==> src/shared/tcsm_pkg.sv <==
// Constants for the telecom clock select multiplexer.
// Assumes a 32-bit APB register bus; each register occupies one aligned word.
package tcsm_pkg;

    // ==========================================================
    // Register indices and byte addresses (byte address = index * 4)
    localparam logic [11:0] IDX_OUT_A      = 12'h10E;
    localparam logic [11:0] IDX_OUT_B      = 12'h110;
    localparam logic [11:0] IDX_OUT_C      = 12'h112;
    localparam logic [11:0] IDX_OUT_D      = 12'h114;
    localparam logic [11:0] IDX_REF0       = 12'h116;
    localparam logic [11:0] IDX_REF1       = 12'h118;
    localparam logic [11:0] IDX_SYNTH_CTRL = 12'h120;

    localparam logic [11:0] ADDR_OUT_A      = {IDX_OUT_A[9:0], 2'b00};
    localparam logic [11:0] ADDR_OUT_B      = {IDX_OUT_B[9:0], 2'b00};
    localparam logic [11:0] ADDR_OUT_C      = {IDX_OUT_C[9:0], 2'b00};
    localparam logic [11:0] ADDR_OUT_D      = {IDX_OUT_D[9:0], 2'b00};
    localparam logic [11:0] ADDR_REF0       = {IDX_REF0[9:0], 2'b00};
    localparam logic [11:0] ADDR_REF1       = {IDX_REF1[9:0], 2'b00};
    localparam logic [11:0] ADDR_SYNTH_CTRL = {IDX_SYNTH_CTRL[9:0], 2'b00};

    // ==========================================================
    // Channel numbering: four backplane lines, then two references
    localparam int NUM_CHAN  = 6;
    localparam int CHAN_REF0 = 4;
    localparam int CHAN_REF1 = 5;

    // ==========================================================
    // Reset values
    localparam logic [15:0] RST_OUT_SEL  = 16'h0000;
    localparam logic [15:0] RST_REF0_SEL = 16'h0011;
    localparam logic [15:0] RST_REF1_SEL = 16'h0000;
    localparam logic        RST_OOR      = 1'b0;

    // ==========================================================
    // Control field layout
    localparam int SYNTH_OOR_BIT = 7;
    localparam int SEL_WIDTH     = 16;

    // ==========================================================
    // Source select codes
    localparam logic [15:0] CODE_TRISTATE  = 16'h0000;
    localparam logic [15:0] CODE_LOW_LAST  = 16'h0010;
    localparam logic [15:0] CODE_CLK_A     = 16'h0011;
    localparam logic [15:0] CODE_CLK_D     = 16'h0014;
    localparam logic [15:0] CODE_FRAME     = 16'h0015;
    localparam logic [15:0] CODE_PLL_8M192 = 16'h0016;
    localparam logic [15:0] CODE_PLL_65M53 = 16'h0017;
    localparam logic [15:0] CODE_PLL_1M544 = 16'h0018;

    // Source vector positions, in code order starting at CODE_CLK_A
    localparam int NUM_SRC      = 8;
    localparam int SRC_FRAME    = 4;
    localparam int SRC_PLL_8M   = 5;
    localparam int SRC_PLL_65M  = 6;
    localparam int SRC_PLL_1M   = 7;

    // ==========================================================
    // Bus slave phase
    typedef enum logic [1:0] {
        TCSM_IDLE   = 2'b00,
        TCSM_ACCESS = 2'b01
    } tcsm_phase_e;

endpackage : tcsm_pkg

==> src/verilog/tcsm_sel_mux.sv <==
// One output channel: decodes a 16-bit source code and registers the line.
// Assumes all sources are already synchronised to pclk.
`timescale 1ns/100ps
module tcsm_sel_mux #(
    parameter bit TRISTATE_OK = 1'b1
) (
    input  wire logic                         pclk,
    input  wire logic                         presetn,
    input  wire logic [15:0]                  source_code,
    input  wire logic [tcsm_pkg::NUM_SRC-1:0] sources,
    output logic                              line_out,
    output logic                              line_oe_n
);

    // ==========================================================
    // State
    typedef struct packed {
        logic line;
        logic oe_n;
    } tcsm_mux_s;

    tcsm_mux_s state_reg;
    tcsm_mux_s state_next;
    logic [15:0] src_offset;

    always_comb begin
        state_next = state_reg;
        src_offset = source_code - tcsm_pkg::CODE_CLK_A;
        state_next.line = 1'b0;
        state_next.oe_n = 1'b0;
        if (source_code == tcsm_pkg::CODE_TRISTATE) begin
            // Lines that may float release, references drive low
            state_next.oe_n = TRISTATE_OK;
        end else if (source_code <= tcsm_pkg::CODE_LOW_LAST) begin
            state_next.line = 1'b0;
        end else if (source_code <= tcsm_pkg::CODE_CLK_D) begin
            state_next.line = sources[src_offset[2:0]];
        end else if (source_code == tcsm_pkg::CODE_FRAME) begin
            state_next.line = sources[tcsm_pkg::SRC_FRAME];
        end else if (source_code == tcsm_pkg::CODE_PLL_8M192) begin
            state_next.line = sources[tcsm_pkg::SRC_PLL_8M];
        end else if (source_code == tcsm_pkg::CODE_PLL_65M53) begin
            state_next.line = sources[tcsm_pkg::SRC_PLL_65M];
        end else if (source_code == tcsm_pkg::CODE_PLL_1M544) begin
            state_next.line = sources[tcsm_pkg::SRC_PLL_1M];
        end else begin
            state_next.line = 1'b0;
        end
    end

    always_ff @(posedge pclk or negedge presetn) begin
        if (!presetn) begin
            state_reg.line <= 1'b0;
            state_reg.oe_n <= TRISTATE_OK;
        end else begin
            state_reg <= state_next;
        end
    end

    assign line_out  = state_reg.line;
    assign line_oe_n = state_reg.oe_n;

endmodule : tcsm_sel_mux

==> src/verilog/tcsm_sync2.sv <==
// Two-stage synchroniser for a vector of asynchronous levels.
// Assumes the inputs are unrelated to pclk; bits are synchronised independently.
`timescale 1ns/100ps
module tcsm_sync2 #(
    parameter int WIDTH = 8
) (
    input  wire logic             pclk,
    input  wire logic             presetn,
    input  wire logic [WIDTH-1:0] async_in,
    output logic      [WIDTH-1:0] sync_out
);

    generate
        if (WIDTH < 1) begin : g_chk
            $error("tcsm_sync2: WIDTH must be at least 1");
        end
    endgenerate

    // ==========================================================
    // State
    typedef struct packed {
        logic [WIDTH-1:0] stage1;
        logic [WIDTH-1:0] stage2;
    } tcsm_sync_s;

    tcsm_sync_s state_reg;
    tcsm_sync_s state_next;

    always_comb begin
        state_next        = state_reg;
        state_next.stage1 = async_in;
        state_next.stage2 = state_reg.stage1;
    end

    always_ff @(posedge pclk or negedge presetn) begin
        if (!presetn) begin
            state_reg <= '0;
        end else begin
            state_reg <= state_next;
        end
    end

    assign sync_out = state_reg.stage2;

endmodule : tcsm_sync2

==> src/verilog/tcsm_top.sv <==
// Telecom clock select multiplexer with its APB register file.
// Assumes incoming clocks and synthesizer outputs are asynchronous to pclk;
// each is synchronised and re-registered, so routed clocks carry pclk jitter.
//
// Implementation choice: the APB interface to the registers.
`timescale 1ns/100ps

module tcsm_top #(
    parameter int ADDR_WIDTH = 12
) (
    input  wire logic                  pclk,
    input  wire logic                  presetn,
    input  wire logic                  psel,
    input  wire logic                  penable,
    input  wire logic                  pwrite,
    input  wire logic [ADDR_WIDTH-1:0] paddr,
    input  wire logic [31:0]           pwdata,
    output logic      [31:0]           prdata,
    output logic                       pready,
    output logic                       pslverr,
    input  wire logic                  incoming_clock_a,
    input  wire logic                  incoming_clock_b,
    input  wire logic                  incoming_clock_c,
    input  wire logic                  incoming_clock_d,
    input  wire logic                  timeslot_interchanger_frame_sync,
    input  wire logic                  synth_out_8m192,
    input  wire logic                  synth_out_65m536,
    input  wire logic                  synth_out_1m544,
    output logic                       backplane_clock_line_a,
    output logic                       backplane_clock_line_a_oe_n,
    output logic                       backplane_clock_line_b,
    output logic                       backplane_clock_line_b_oe_n,
    output logic                       backplane_clock_line_c,
    output logic                       backplane_clock_line_c_oe_n,
    output logic                       backplane_clock_line_d,
    output logic                       backplane_clock_line_d_oe_n,
    output logic                       synth_reference0,
    output logic                       synth_reference1,
    output logic                       synth_out_of_range_choice
);

    localparam int NCH = tcsm_pkg::NUM_CHAN;
    localparam int NSR = tcsm_pkg::NUM_SRC;

    generate
        if (ADDR_WIDTH < 12 || ADDR_WIDTH > 32) begin : g_chk
            $error("tcsm_top: ADDR_WIDTH must lie between 12 and 32");
        end
        if (tcsm_pkg::NUM_SRC != 8 || tcsm_pkg::CHAN_REF1 >= NCH) begin : g_map_chk
            $error("tcsm_top: package source or channel counts do not fit");
        end
    endgenerate

    // ==========================================================
    // State
    typedef struct packed {
        tcsm_pkg::tcsm_phase_e   phase;
        logic [NCH-1:0][15:0]    sel;
        logic                    oor;
        logic                    ready;
        logic                    err;
        logic [31:0]             rdata;
    } tcsm_regs_s;

    tcsm_regs_s state_reg;
    tcsm_regs_s state_next;

    // ==========================================================
    // Address decode
    logic [11:0]    word_addr;
    logic           addr_high_zero;
    logic           addr_aligned;
    logic           hit_sel;
    logic           hit_ctrl;
    logic [2:0]     hit_chan;
    logic           mapped;
    logic [31:0]    read_value;

    assign addr_aligned = (paddr[1:0] == 2'b00);
    assign word_addr    = paddr[11:0];

    generate
        if (ADDR_WIDTH > 12) begin : g_hi
            assign addr_high_zero = (paddr[ADDR_WIDTH-1:12] == '0);
        end else begin : g_nohi
            assign addr_high_zero = 1'b1;
        end
    endgenerate

    always_comb begin
        hit_sel  = 1'b0;
        hit_ctrl = 1'b0;
        hit_chan = 3'h0;
        unique case (word_addr)
            tcsm_pkg::ADDR_OUT_A: begin
                hit_sel  = 1'b1;
                hit_chan = 3'h0;
            end
            tcsm_pkg::ADDR_OUT_B: begin
                hit_sel  = 1'b1;
                hit_chan = 3'h1;
            end
            tcsm_pkg::ADDR_OUT_C: begin
                hit_sel  = 1'b1;
                hit_chan = 3'h2;
            end
            tcsm_pkg::ADDR_OUT_D: begin
                hit_sel  = 1'b1;
                hit_chan = 3'h3;
            end
            tcsm_pkg::ADDR_REF0: begin
                hit_sel  = 1'b1;
                hit_chan = 3'(tcsm_pkg::CHAN_REF0);
            end
            tcsm_pkg::ADDR_REF1: begin
                hit_sel  = 1'b1;
                hit_chan = 3'(tcsm_pkg::CHAN_REF1);
            end
            tcsm_pkg::ADDR_SYNTH_CTRL: begin
                hit_ctrl = 1'b1;
            end
            default: begin
                hit_sel  = 1'b0;
                hit_ctrl = 1'b0;
            end
        endcase
        if (!addr_aligned || !addr_high_zero) begin
            hit_sel  = 1'b0;
            hit_ctrl = 1'b0;
        end
    end

    assign mapped = hit_sel | hit_ctrl;

    // ==========================================================
    // Bus phase qualifiers; a write lands only on a completed access
    logic setup_seen;
    logic commit_write;

    assign setup_seen   = psel && !penable;
    assign commit_write = psel && penable && state_reg.ready && pwrite;

    // Read mux; reserved and upper bits read zero
    always_comb begin
        read_value = 32'h0000_0000;
        if (hit_sel) begin
            read_value[15:0] = state_reg.sel[hit_chan];
        end else if (hit_ctrl) begin
            read_value[tcsm_pkg::SYNTH_OOR_BIT] = state_reg.oor;
        end
    end

    // ==========================================================
    // APB slave: pready one cycle after setup, write at completion edge
    always_comb begin
        state_next       = state_reg;
        state_next.ready = 1'b0;
        unique case (state_reg.phase)
            tcsm_pkg::TCSM_IDLE: begin
                if (setup_seen) begin
                    state_next.phase = tcsm_pkg::TCSM_ACCESS;
                    state_next.ready = 1'b1;
                    state_next.err   = !mapped;
                    state_next.rdata = (!pwrite && mapped) ? read_value : 32'h0000_0000;
                end
            end
            tcsm_pkg::TCSM_ACCESS: begin
                state_next.phase = tcsm_pkg::TCSM_IDLE;
                state_next.err   = 1'b0;
                state_next.rdata = 32'h0000_0000;
                if (commit_write) begin
                    if (hit_sel) begin
                        state_next.sel[hit_chan] = pwdata[15:0];
                    end else if (hit_ctrl) begin
                        state_next.oor = pwdata[tcsm_pkg::SYNTH_OOR_BIT];
                    end
                end
            end
        endcase
    end

    always_ff @(posedge pclk or negedge presetn) begin
        if (!presetn) begin
            state_reg.phase   <= tcsm_pkg::TCSM_IDLE;
            state_reg.sel[0]  <= tcsm_pkg::RST_OUT_SEL;
            state_reg.sel[1]  <= tcsm_pkg::RST_OUT_SEL;
            state_reg.sel[2]  <= tcsm_pkg::RST_OUT_SEL;
            state_reg.sel[3]  <= tcsm_pkg::RST_OUT_SEL;
            state_reg.sel[tcsm_pkg::CHAN_REF0] <= tcsm_pkg::RST_REF0_SEL;
            state_reg.sel[tcsm_pkg::CHAN_REF1] <= tcsm_pkg::RST_REF1_SEL;
            state_reg.oor     <= tcsm_pkg::RST_OOR;
            state_reg.ready   <= 1'b0;
            state_reg.err     <= 1'b0;
            state_reg.rdata   <= 32'h0000_0000;
        end else begin
            state_reg <= state_next;
        end
    end

    assign prdata                    = state_reg.rdata;
    assign pready                    = state_reg.ready;
    assign pslverr                   = state_reg.err;
    assign synth_out_of_range_choice = state_reg.oor;

    // ==========================================================
    // Source synchronisation, in code order from first clock code
    logic [NSR-1:0] src_async;
    logic [NSR-1:0] src_sync;

    assign src_async[0] = incoming_clock_a;
    assign src_async[1] = incoming_clock_b;
    assign src_async[2] = incoming_clock_c;
    assign src_async[3] = incoming_clock_d;
    assign src_async[4] = timeslot_interchanger_frame_sync;
    assign src_async[5] = synth_out_8m192;
    assign src_async[6] = synth_out_65m536;
    assign src_async[7] = synth_out_1m544;

    tcsm_sync2 #(
        .WIDTH (NSR)
    ) u_sync (
        .pclk     (pclk),
        .presetn  (presetn),
        .async_in (src_async),
        .sync_out (src_sync)
    );

    // ==========================================================
    // Output channels: four lines may float, references never do
    logic [NCH-1:0] chan_line;
    logic [NCH-1:0] chan_oe_n;

    genvar ch;
    generate
        for (ch = 0; ch < NCH; ch++) begin : g_chan
            tcsm_sel_mux #(
                .TRISTATE_OK ((ch < tcsm_pkg::CHAN_REF0) ? 1'b1 : 1'b0)
            ) u_mux (
                .pclk        (pclk),
                .presetn     (presetn),
                .source_code (state_reg.sel[ch]),
                .sources     (src_sync),
                .line_out    (chan_line[ch]),
                .line_oe_n   (chan_oe_n[ch])
            );
        end
    endgenerate

    assign backplane_clock_line_a      = chan_line[0];
    assign backplane_clock_line_a_oe_n = chan_oe_n[0];
    assign backplane_clock_line_b      = chan_line[1];
    assign backplane_clock_line_b_oe_n = chan_oe_n[1];
    assign backplane_clock_line_c      = chan_line[2];
    assign backplane_clock_line_c_oe_n = chan_oe_n[2];
    assign backplane_clock_line_d      = chan_line[3];
    assign backplane_clock_line_d_oe_n = chan_oe_n[3];
    assign synth_reference0            = chan_line[tcsm_pkg::CHAN_REF0];
    assign synth_reference1            = chan_line[tcsm_pkg::CHAN_REF1];

endmodule : tcsm_top
==> config.mk <==
export PLATFORM = sky130hd
export DESIGN_NAME = tcsm_top
export DESIGN_NICKNAME = d
export VERILOG_FILES = /design/src/shared/tcsm_pkg.sv /design/src/verilog/tcsm_sel_mux.sv /design/src/verilog/tcsm_sync2.sv /design/src/verilog/tcsm_top.sv
export SDC_FILE = /design/constraint.sdc
export NUM_CORES = 1
export LEC_CHECK = 0
export ABC_CLOCK_PERIOD_IN_PS = 3050
export BUFFER_PORTS_ARGS = -buffer_cell sky130_fd_sc_hd__buf_2
export CORE_AREA = 2 2 119 121
export CTS_CLUSTER_DIAMETER = 30
export CTS_CLUSTER_SIZE = 30
export DETAILED_ROUTE_END_ITERATION = 16
export DIE_AREA = 0 0 121 123
export GPL_TIMING_DRIVEN = 0
export PLACE_DENSITY = 0.79
export SYNTH_ARGS = -nofsm -noshare
export SYNTH_HDL_FRONTEND = slang
export SYNTH_SLANG_ARGS = --single-unit
==> constraint.sdc <==
create_clock -name pclk -period 3.05 [get_ports pclk]
set_clock_uncertainty 0.1 [all_clocks]
set_input_delay 0.915 -clock pclk [delete_from_list [all_inputs] [get_ports pclk]]
set_output_delay 0.915 -clock pclk [all_outputs]
set_load 0.005 [all_outputs]
---- Word-level counts from Yosys, hierarchy flattened ----
Cells that the tools add are included.
storage, ports and cells
  register bits after elaboration ......... 159
  output and inout bits ................... 45
  logic and storage cells ................. 182
  bits of input ports ..................... 57
cells by class
  reductions and logical operators ........ 20
  equality and inequality tests ........... 33
  bitwise gates (word level) .............. 2
  mux-type cells .......................... 78
  $lt $le $gt $ge ......................... 20
  add/sub/neg operators ................... 6
operator list
  cell                                                  number
  == test 16 x 5 -> 1 bit, second input constant        24
  <= comparator 16 x 5 -> 1 bit, second input constant  12
  bitwise mux 96 bit                                    1
  logical NOT 16 bit                                    6
  == test 12 x 11 -> 1 bit, second input constant       7
  one-hot mux 33 bit (2 select lines)                   1
  2-to-1 mux 1 bit                                      59
  binary-select mux 16 bit (select 3 bit)               1
  demux 16 bit (select 3 bit)                           1
  2-to-1 mux 16 bit                                     3
  2-to-1 mux 34 bit                                     1
  < comparator 3 x 4 -> 1 bit, second input constant    7
  binary-select mux 1 bit (select 3 bit)                6
  subtractor 3 x 1 -> 3 bit, second input constant      6
  one-hot mux 3 bit (5 select lines)                    1
  2-to-1 mux 8 bit                                      1
  2-to-1 mux 7 bit                                      1
  logical AND 1 bit                                     6
  OR reduction 6 bit                                    1
  logical NOT 2 bit                                     2
  one-hot mux 2 bit (2 select lines)                    1
  AND reduction 4 bit                                   1
  >= comparator 3 x 1 -> 1 bit, second input constant   1
  logical NOT 1 bit                                     3
  6 further kinds                                       6

---- Depth between registers and ports, before layout ----
Gate-level depths: netlist of run 1.
  depth after elaboration ................. 9
  gate-level depth with buffers ........... 8
  mapped depth without buffers ............ 6

---- Hierarchy ----
From an unflattened synthesis of run 1, not the netlist that was laid out.
unflattened totals
  cell total of the unflattened synthesis .. 663
  area total of the unflattened synthesis .. 7689.9 um2
modules (own cells, without submodules)
  module                               seq. area each (um2)  area an instance (um2)  times used  cells each
  tcsm_top                             2905.3                5482.8                  1           435
  tcsm_sel_mux at g_chan[0].u_mux ...  51.3                  330.3                   4           39
  tcsm_sel_mux at g_chan[4].u_mux ...  25.0                  242.7                   2           28
  tcsm_sync2                           400.4                 400.4                   1           16

---- Worst setup path after synthesis of run 1 ----
OpenSTA, ideal clock, no wires.
  kind .................................... in2reg
  start ................................... input port paddr[9]
  end ..................................... register state_reg[89] in the netlist's numbering
  required time ........................... 2.825 ns
  data arrival time ....................... 3.099 ns
  setup time .............................. 0.125 ns
  stages on the path ...................... 6
  buffers on the path ..................... 2
  setup slack ............................. -0.273 ns
  cell sequence ........................... or4b_4 -> or4_1 -> buf_6 -> nor4_4 -> buf_6 -> mux2_2
on the way
  longest elaborated chain between the ends .. 7
  elaborated cells on any way between the ends .. 17
  classes of those cells .................. order compare: 2; eq/ne: 6; mux: 6; reduce/logical: 3
RTL lines
  element                                                                                            RTL line         text
  start: declaration                                                                                 tcsm_top.sv:16   input wire logic [ADDR_WIDTH-1:0] paddr,
  == test 12 x 11 -> 1 bit                                                                           tcsm_top.sv:94   unique case (word_addr)
  one-hot mux 3 bit (5 select lines)                                                                 tcsm_top.sv:94
  < comparator 3 x 4 -> 1 bit (not written as such) or >= comparator 3 x 1 -> 1 bit (tied branches)  tcsm_top.sv:173  state_next.sel[hit_chan] = pwdata[15:0];
  logical AND 1 bit (not written as such)                                                            tcsm_top.sv:173
  2-to-1 mux 16 bit (not written as such)                                                            tcsm_top.sv:173
  demux 16 bit (select 3 bit)                                                                        tcsm_top.sv:173
  bitwise mux 96 bit                                                                                 tcsm_top.sv:173
  end signal: assignment                                                                             tcsm_top.sv:196  state_reg <= state_next;
  end: declaration                                                                                   tcsm_top.sv:65   tcsm_regs_s state_reg;
Parallel ways exist; a longest one is shown, timed or not.
A chain may end at the register's enable or synchronous reset.

---- Worst setup path after layout of run 1 ----
  start ................................... input port paddr[9]
  end ..................................... register state_reg[90] in the netlist's numbering
The elaborated chain is that of the path after synthesis.

==> flow_metrics.env, run 1 <==
export IMPL_overflow=0
export IMPL_layout_common_cells="dfrtp_1, mux2_2, buf_2"
export IMPL_fmax_mhz=333
export IMPL_dieArea_um2=14900
export IMPL_drt_pass1_iterations=5
export IMPL_grt_pass1_vias=5894
export IMPL_die_w_um=121
export IMPL_tightest_slew_ps=747
export IMPL_ys_warnings_count=0
export IMPL_finalMaxSlewViolations=0
export IMPL_syn_avg_cell_area_um2=11.9
export IMPL_wirelength_um=19500
export IMPL_netlist_instances=648
export IMPL_nFillCells=978
export IMPL_worstPathMaxFanout=10
export IMPL_insertion_delay_ps=420
export IMPL_multi_input_area_um2=3840
export IMPL_gp_congestion=0.934
export IMPL_ys_ff_latch=142
export IMPL_setup_viol=0
export IMPL_grt_max_degree=103
export IMPL_critPathKind="in2reg"
export IMPL_critPathArrivalTime_ps=3200
export IMPL_rsz0062_at_grt="no"
export IMPL_port_buffers=68
export IMPL_vias=6010
export IMPL_grt_pass1_wl_um=31000
export IMPL_drive_above_1_share_pct=39.5
export IMPL_clk_pin_slew_ps=60
export IMPL_grt_antenna_before_repair=0
export IMPL_post_dp_hpwl_um=14100
export IMPL_layout_commonest_cell="dfrtp_1"
export IMPL_whs_ps=247
export IMPL_hold_class="reg2reg"
export IMPL_synth_edf_count=0
export IMPL_cts_buffers=17
export IMPL_cts_sinks=142
export IMPL_hold_viol=0
export IMPL_async_flop_share_pct=100
export IMPL_track_usage_pct=27.2
export IMPL_leakagePower_uw=0.00445
export IMPL_cts_hold_buf=0
export IMPL_yosysSeqAreaShare_pct=46.1
export IMPL_cap_violations=0
export IMPL_timing_final_crit_share_pct=98.4
export IMPL_powerDensity_nw_per_um2=487
export IMPL_wl_per_cell_um=20.5
export IMPL_regArea_um2=3560
export IMPL_slew_headroom_pct=49.8
export IMPL_drt_iter0_markers=534
export IMPL_endpoint_kind="flip-flop"
export IMPL_ir_drop_mv=0.340
export IMPL_core_um2=13600
export IMPL_drc=0
export IMPL_viasPerCell=6.33
export IMPL_status="complete, no violations"
export IMPL_worstSetupStartpointType="input port"
export IMPL_yosysUniqueCellTypes=62
export IMPL_largest_reg_flops=97
export IMPL_area_delta_synth_final_pct=18.9
export IMPL_ios=102
export IMPL_insertedDiodeCount=0
export IMPL_clockBufferDepth=2
export IMPL_htree_levels=4
export IMPL_start_util_pct=56.8
export IMPL_ant_nets=0
export IMPL_ys_flop_type="dfrtp_1"
export IMPL_netlist_area_um2=7720
export IMPL_stdcell_count=949
export IMPL_tritoncts="yes"
export IMPL_dp_cells=912
export IMPL_critPathRequiredTime_ps=3240
export IMPL_layout_min_cycle_time_ps=3000
export IMPL_rows=43
export IMPL_cts_root_buf="clkbuf_16"
export IMPL_fp_dieH_um=123
export IMPL_layout_nets=843
==> cells in the mapped netlist (all sizes together), types with 5 or more instances <==
cell / count / area, µm²
o211ai: 6 / 45.0
and3: 5 / 31.3
dfstp: 6 / 158
a22oi: 6 / 45.0
inv: 19 / 71.3
a21oi: 20 / 100
nor2: 15 / 56.3
or3b: 21 / 184
nand3: 6 / 30.0
nand3b: 7 / 52.6
nor4b: 6 / 67.6
nor3: 8 / 45.0
a32o: 8 / 80.1
clkbuf: 24 / 90.1
o41ai: 5 / 43.8
o21ai: 16 / 80.1
o31a: 10 / 87.6
ha: 30 / 375
o22ai: 24 / 150
nand4: 7 / 50.1
nor4: 18 / 128
mux2: 102 / 1150
buf: 41 / 299
nand2b: 10 / 62.6
dfrtp: 136 / 3400
nand2: 21 / 78.8
mux4: 12 / 270
o2111ai: 11 / 96.3
==> report_power, final <==
part / internal [µW] / switching (µW)
logic: 95.6 / 174
registers: 1900 / 13.1
clock network: 1480 / 815
==> worst max-delay path: stages <==
cell	delay, ps
buf_2	110
or4b_4	550
or4_4	550
buf_6	170
nor4_4	340
buf_6	210
mux2_2	360
==> per-layer routing <==
metal	global-route usage (%)	part of all wire [%]	wire (µm)	up-vias
li1	-	-	-	2638
met1	36.4	41	8030	2989
met2	43.5	47	9190	340
met3	5.21	8.6	1670	43
met4	12.1	3.1	600	0
met5	0	0	0	-
==> worst paths after layout <==
check | from | to | slack, ps | depth (start not counted)
setup / recovery | paddr[9] | state_reg[90] | 50 | 7
hold / removal | u_sync.state_next[4] | u_sync.sync_out[4] | 250 | 0
setup reg to reg | state_reg[131] | state_reg[62] | 710 | 5
hold reg to reg | u_sync.state_next[4] | u_sync.sync_out[4] | 250 | 0
max in group asynchronous | presetn | prdata[10] | 1720 | 2
min in group asynchronous | presetn | u_sync.sync_out[1] | 300 | 1
==> kinds of logic after synthesis <==
family	Yosys count	synth area share, %
DFF	142	46.1
muxes	116	18.6
buffers and inverters	84	5.96
adders and majority gates	30	4.86
and+or+nand+nor	145	12.3
AOI/OAI and AO/OA	129	12.0
other	1	0.0485
xor gates and xnor gates	1	0.113
==> what timing repair did <==
| action | in CTS | in global routing |
|---|---|---|
| gates resized for setup | 1 | 4 |
| setup endpoints to repair | 30 | 27 |
| pin swaps | 1 | 2 |
| gates cloned | 0 | 0 |
| buffers inserted | 1 | 4 |
==> area by class of cell <==
| class | count | share of cell area [%] |
|---|---|---|
| flip-flops and latches | 142 | 38.8 |
| clock buffers | 19 | 4.82 |
| well taps | 180 | 2.45 |
| plain buffers | 65 | 4.59 |
| multi-input cells | 437 | 41.8 |
| inverters | 19 | 0.777 |
| clock inverters | 13 | 2.28 |
| repair buffers | 74 | 4.48 |
==> stage by stage <==
step | cell area, µm² | worst slack [ps] | total power [µW] | utilization (%) | setup TNS [ps]
after floorplan | 7870 | -143 | 2070 | - | -2810
after global placement | 8440 | -829 | 2190 | 62.0 | -138460
after detailed placement | 8470 | -628 | 2210 | 62.2 | -34460
after CTS | 9140 | 43.7 | 4480 | 67.1 | 0
after global routing | 9180 | 14.2 | 4590 | 67.5 | 0
final | 9180 | 48.7 | 4480 | 67.5 | 0
No activity file was read; power rests on OpenSTA's default activity.
==> run 2, diff against run 1 <==
==> constraint.sdc (replaced) <==
create_clock -name pclk -period 3.05 [get_ports pclk]
set_clock_uncertainty 0.1 [all_clocks]
set_input_delay 0.305 -clock pclk [delete_from_list [all_inputs] [get_ports pclk]]
set_output_delay 0.305 -clock pclk [all_outputs]
set_load 0.005 [all_outputs]
==> run 2 against run 1 <==
Net effect: global-route usage rose by 0.26 points; non-clock buffer count rose by 5; die area did not move; maximum frequency rose by 9.0%; via count fell by 0.93%; combinational power rose by 1%; first-iteration DRC count rose by 15%; sequential power barely moved; wire length fell by 1.3%; largest cell class unchanged.
==> flow_metrics.env, run 2 (synthesis gave the netlist of run 1 again) <==
export IMPL_cts_buffers=17
export IMPL_ios=102
export IMPL_insertion_delay_ps=430
export IMPL_grt_busiest_layer="met2"
export IMPL_clk_pin_slew_ps=60
export IMPL_post_dp_hpwl_um=14100
export IMPL_viasPerCell=6.23
export IMPL_drive_above_1_share_pct=37.7
export IMPL_multi_input_area_um2=3760
export IMPL_worstPathMaxFanout=10
export IMPL_finalMaxSlewViolations=0
export IMPL_critPathRequiredTime_ps=3260
export IMPL_die_w_um=121
export IMPL_vias=5954
export IMPL_fmax_mhz=363
export IMPL_endpoint_kind="flip-flop"
export IMPL_wl_per_cell_um=20.2
export IMPL_hold_viol=0
export IMPL_dp_cells=912
export IMPL_tritoncts="yes"
export IMPL_pwr_share_seq_pct=43.1
export IMPL_setup_viol=0
export IMPL_worstSetupStartpointType="input port"
export IMPL_rsz0062_at_grt="no"
export IMPL_nFillCells=973
export IMPL_whs_path_depth=2
export IMPL_fin_ws_ps=297
export IMPL_wirelength_um=19300
export IMPL_layout_min_cycle_time_ps=2750
export IMPL_htree_levels=4
export IMPL_placed_cell_area_um2=8380
export IMPL_critPathArrivalTime_ps=2970
export IMPL_leakagePower_uw=0.00438
export IMPL_start_util_pct=56.8
export IMPL_layout_common_cells="dfrtp_1, mux2_2, buf_2"
export IMPL_cts_setup_buffers=0
export IMPL_grt_util_met3_pct=7.01
export IMPL_regArea_um2=3560
export IMPL_clockBufferDepth=2
export IMPL_powerDensity_nw_per_um2=486
export IMPL_grt_max_degree=109
export IMPL_hold_class="in2reg"
export IMPL_fp_dieH_um=123
export IMPL_drt_pass1_iterations=5
export IMPL_ant_nets=0
export IMPL_overflow=0
export IMPL_dieArea_um2=14900
export IMPL_drt_iter0_markers=615
export IMPL_gp_congestion=0.891
export IMPL_ir_drop_mv=0.458
export IMPL_stdcell_area_um2=9140
export IMPL_grt_use_met2_pct=43.9
export IMPL_post_place_ws_ps=-211
export IMPL_netSwitchingPower_uw=965
export IMPL_tightest_slew_ps=944
export IMPL_layout_nets=848
export IMPL_port_buffers=68
export IMPL_grt_pass1_wl_um=31100
export IMPL_drc=0
export IMPL_largest_reg_flops=97
export IMPL_clock_power_share_pct=50.8
export IMPL_cts_root_buf="clkbuf_16"
export IMPL_area_delta_synth_final_pct=18.3
export IMPL_r2r_cells=6
export IMPL_grt_antenna_before_repair=1
export IMPL_track_usage_pct=27.5
export IMPL_core_um2=13600
export IMPL_power_internal_uw=3480
export IMPL_timing_final_crit_share_pct=90.2
export IMPL_cts_sinks=142
export IMPL_layout_commonest_cell="dfrtp_1"
export IMPL_p_sw_share_pct=21.7
export IMPL_critPathKind="in2reg"
export IMPL_combPwrFrac_pct=6.2
export IMPL_met1_usage_pct=35.9
export IMPL_stdcell_count=955
export IMPL_status="complete, no violations"
export IMPL_grt_pass1_vias=5943
export IMPL_rows=43
export IMPL_slew_headroom_pct=36.2
export IMPL_cap_violations=0
-- run 2: changes by cell type in the layout (fill, tap and decap cells not counted), moves of 3 or more --
cell,before,now
mux2_4,9,0
buf_2,68,72
mux2_2,93,102
dlygate4sd3_1,0,10
buf_4,40,33
clkbuf_1,22,25
clkbuf_8,2,5
-- run 2: path summary, 6_finish.rpt --
path	endpoint	slack, ps	startpoint
setup reg to reg	state_reg[38]	580	state_reg[131]
max in group asynchronous	prdata[10]	1780	presetn
hold / removal	state_reg[131]	60	psel
hold reg to reg	u_sync.sync_out[4]	250	u_sync.state_next[4]
min in group asynchronous	u_sync.state_next[5]	230	presetn
setup / recovery	state_reg[38]	300	paddr[9]
-- run 2: layout make-up --
class,count,area share [%]
multi-input combinational,437,41.2
clock buffer,23,5.45
sequential,142,39.0
tap,180,2.46
buffer,65,4.26
antenna,1,0.0274
inverter,19,0.780
clock inverter,9,1.68
timing repair buffer,79,5.19
-- run 2: power by group through the flow --
stage	registers (µW)	clock network [µW]	logic, µW
after global routing	1910	2360	299
final	1910	2260	274
after global placement	1940	0	242
after floorplan	1940	0	127
after CTS	1910	2270	270
after detailed placement	1950	0	257
-- run 2: worst max-delay path, stage by stage --
cell and delay, ps:
buf_2 100, nor4b_1 820, nand4_1 210, nor4bb_1 330, clkbuf_1 460, buf_2 360, mux2_2 370
-- run 2: metrics by stage --
step / hold slack [ps] / total power, µW / utilization [%] / setup TNS [ps]
4_1_cts: 56.7 / 4450 / 67.1 / 0
5_1_grt: 76.1 / 4570 / 67.1 / 0
3_3_place_gp: 233 / 2190 / 61.3 / -25670
3_5_place_dp: 119 / 2200 / 61.6 / -3040
2_1_floorplan: -90.6 / 2070 / - / 0
6_report: 61.4 / 4440 / 67.1 / 0
-- run 2: what timing repair did --
action                                  4_1_cts  5_1_grt
endpoints found under the hold margin        43        0
endpoints found under the setup margin        0        1
gates resized for setup                       0        1
hold buffers                                 10        0
-- run 2: layer usage --
metal  wire, µm  share of wire (%)
met5          0                  0
met4        671                3.5
met3       1880                9.8
met2       8950                 47
met1       7740                 40
==> run 3, diff against run 2 <==
--- a/config.mk
+++ b/config.mk
@@ -15,4 +15,5 @@
 export GPL_TIMING_DRIVEN = 0
 export PLACE_DENSITY = 0.79
+export REMOVE_ABC_BUFFERS = 1
 export SYNTH_ARGS = -nofsm -noshare
 export SYNTH_HDL_FRONTEND = slang
==> constraint.sdc (replaced) <==
create_clock -name pclk -period 3.05 [get_ports pclk]
set_clock_uncertainty 0.1 [all_clocks]
set_input_delay 0.61 -clock pclk [delete_from_list [all_inputs] [get_ports pclk]]
set_output_delay 0.61 -clock pclk [all_outputs]
set_load 0.005 [all_outputs]
==> run 3 against run 2 <==
Net effect: global-route usage up 0.16 points; largest cell class unchanged; sequential power about the same; sequential cell count unchanged; highest routed layer unchanged; critical path type unchanged; hold slack worse by 35 ps; total power down 4.0%; critical path depth down 2; largest power group unchanged; combinational power down 13%; final area down 4.6%; clock power down 7%.
==> flow_metrics.env, run 3 (synthesis gave the netlist of run 1 again) <==
export IMPL_status="complete, no violations"
export IMPL_netSwitchingPower_uw=964
export IMPL_critPathKind="in2reg"
export IMPL_grt_pass1_wl_um=30600
export IMPL_combPwrFrac_pct=5.6
export IMPL_worstSetupStartpointType="input port"
export IMPL_cts_sinks=142
export IMPL_clock_power_share_pct=49.3
export IMPL_timing_final_crit_share_pct=93.7
export IMPL_area_delta_synth_final_pct=12.8
export IMPL_gp_congestion=0.861
export IMPL_pwr_share_seq_pct=45.1
export IMPL_cpPeakStageDelay_ps=810
export IMPL_r2r_end="state_reg[56]"
export IMPL_path_cells="buf_2, or4b_4, or4_1, nand4b_4, mux2_2"
export IMPL_slew_headroom_pct=38.6
export IMPL_viasPerCell=6.46
export IMPL_drt_iter0_markers=484
export IMPL_critPathArrivalTime_ps=3060
export IMPL_grt_use_met2_pct=44.1
export IMPL_overflow=0
export IMPL_grt_antenna_before_repair=0
export IMPL_path_delay_family="simple AND/OR/NAND/NOR gates"
export IMPL_ios=102
export IMPL_r2r_cells=5
export IMPL_largest_reg_flops=97
export IMPL_critPathRequiredTime_ps=3260
export IMPL_cap_violations=0
export IMPL_wl_per_cell_um=22.2
export IMPL_nFillCells=1004
export IMPL_hold_viol=0
export IMPL_fmax_mhz=350
export IMPL_tightest_slew_ps=912
export IMPL_htree_levels=4
export IMPL_whs_ps=26.0
export IMPL_cts_hold_buf=0
export IMPL_regToRegStartpoint="state_reg[131]"
export IMPL_setup_viol=0
export IMPL_clk_pin_slew_ps=60
export IMPL_drt_pass1_iterations=5
export IMPL_worstPathMaxFanout=16
export IMPL_grt_util_met3_pct=5.86
export IMPL_die_w_um=121
export IMPL_grt_max_degree=86
export IMPL_grt_pass1_vias=5709
export IMPL_ir_drop_mv=0.414
export IMPL_finalMaxSlewViolations=0
export IMPL_insertion_delay_ps=430
export IMPL_post_place_ws_ps=-818
export IMPL_grt_busiest_layer="met2"
export IMPL_hold_class="in2async"
export IMPL_layout_nets=780
export IMPL_layout_commonest_cell="dfrtp_1"
export IMPL_met1_usage_pct=35.5
export IMPL_rsz0062_at_grt="no"
export IMPL_dieArea_um2=14900
export IMPL_placed_cell_area_um2=8050
export IMPL_track_usage_pct=27.6
export IMPL_endpoint_kind="flip-flop"
export IMPL_fp_dieH_um=123
export IMPL_power_internal_uw=3300
export IMPL_layout_min_cycle_time_ps=2860
export IMPL_leakagePower_uw=0.00414
export IMPL_clockBufferDepth=2
export IMPL_ant_nets=0
export IMPL_tritoncts="yes"
export IMPL_insertedDiodeCount=0
export IMPL_layout_common_cells="dfrtp_1, mux2_2, buf_2"
export IMPL_cp_slowest_cell="or4_1"
export IMPL_stdcell_area_um2=8720
export IMPL_wirelength_um=19700
export IMPL_cts_buffers=17
export IMPL_fin_total_pwr_uw=4260
export IMPL_drive_above_1_share_pct=36.8
export IMPL_rows=43
export IMPL_vias=5722
export IMPL_port_buffers=69
export IMPL_fin_ws_ps=192
export IMPL_cts_root_buf="clkbuf_16"
export IMPL_powerDensity_nw_per_um2=489
export IMPL_start_util_pct=56.8
export IMPL_cp_buffers_inverters=1
export IMPL_ff2ff_setup_slack_ps=680
export IMPL_p_sw_share_pct=22.6
export IMPL_drc=0
export IMPL_core_um2=13600
export IMPL_post_dp_hpwl_um=13300
==> run 3: cell count changes in the layout (fill, tap and decap cells not counted), moves of 3 or more <==
cell | previous run | this run
dlygate4sd3_1 | 10 | 0
buf_2 | 72 | 68
buf_4 | 33 | 3
clkbuf_1 | 25 | 2
clkinv_2 | 2 | 5
clkbuf_8 | 5 | 2
==> run 3: final cells by class <==
class                      count  area [µm²]  share of cell area (%)
clock buffer                  21         460                    5.28
tap                          180         225                    2.58
clock inverter                11         140                    1.61
sequential                   142        3560                    40.9
timing repair buffer          76         448                    5.14
inverter                      19        71.3                   0.818
multi-input combinational    437        3810                    43.7
==> run 3: what timing repair did <==
| item | in CTS | in global routing |
|---|---|---|
| gates resized for setup | 2 | 2 |
| setup buffers | 3 | 0 |
| setup endpoints to repair | 64 | 30 |
| gates cloned | 0 | 0 |
| pin swaps | 2 | 0 |
==> run 3: worst max-delay path by stage <==
stage	to	slack (ps)	cells after the start	start
global route	state_reg[44]	60	6	paddr[3]
floorplan	state_reg[35]	-620	4	paddr[9]
global placement	state_reg[40]	-1920	5	paddr[3]
detailed placement	state_reg[83]	-820	5	paddr[9]
CTS	state_reg[114]	3	5	paddr[9]
finish	state_reg[129]	190	5	paddr[9]
==> run 3: layer usage <==
layer | part of all wire [%] | vias to the layer above
li1 | - | 2517
met2 | 48 | 247
met1 | 40 | 2886
met3 | 7.1 | 72
met4 | 4.5 | 0
met5 | 0 | -
==> run 3: power by group through the flow <==
stage          Clock [µW]  Combinational (µW)  Sequential [µW]
2_1_floorplan           0                94.8             1940
3_3_place_gp            0                 218             1950
3_5_place_dp            0                 232             1950
4_1_cts              2130                 235             1920
5_1_grt              2210                 261             1920
6_report             2100                 239             1920
==> run 3: through the flow <==
stage	utilization, %	TNS [ps]	instances
floorplan	-	-16740	598
global placement	58.5	-168180	847
detailed placement	59.1	-51880	851
CTS	63.9	0	886
global route	64.0	0	886
finish	64.0	0	886
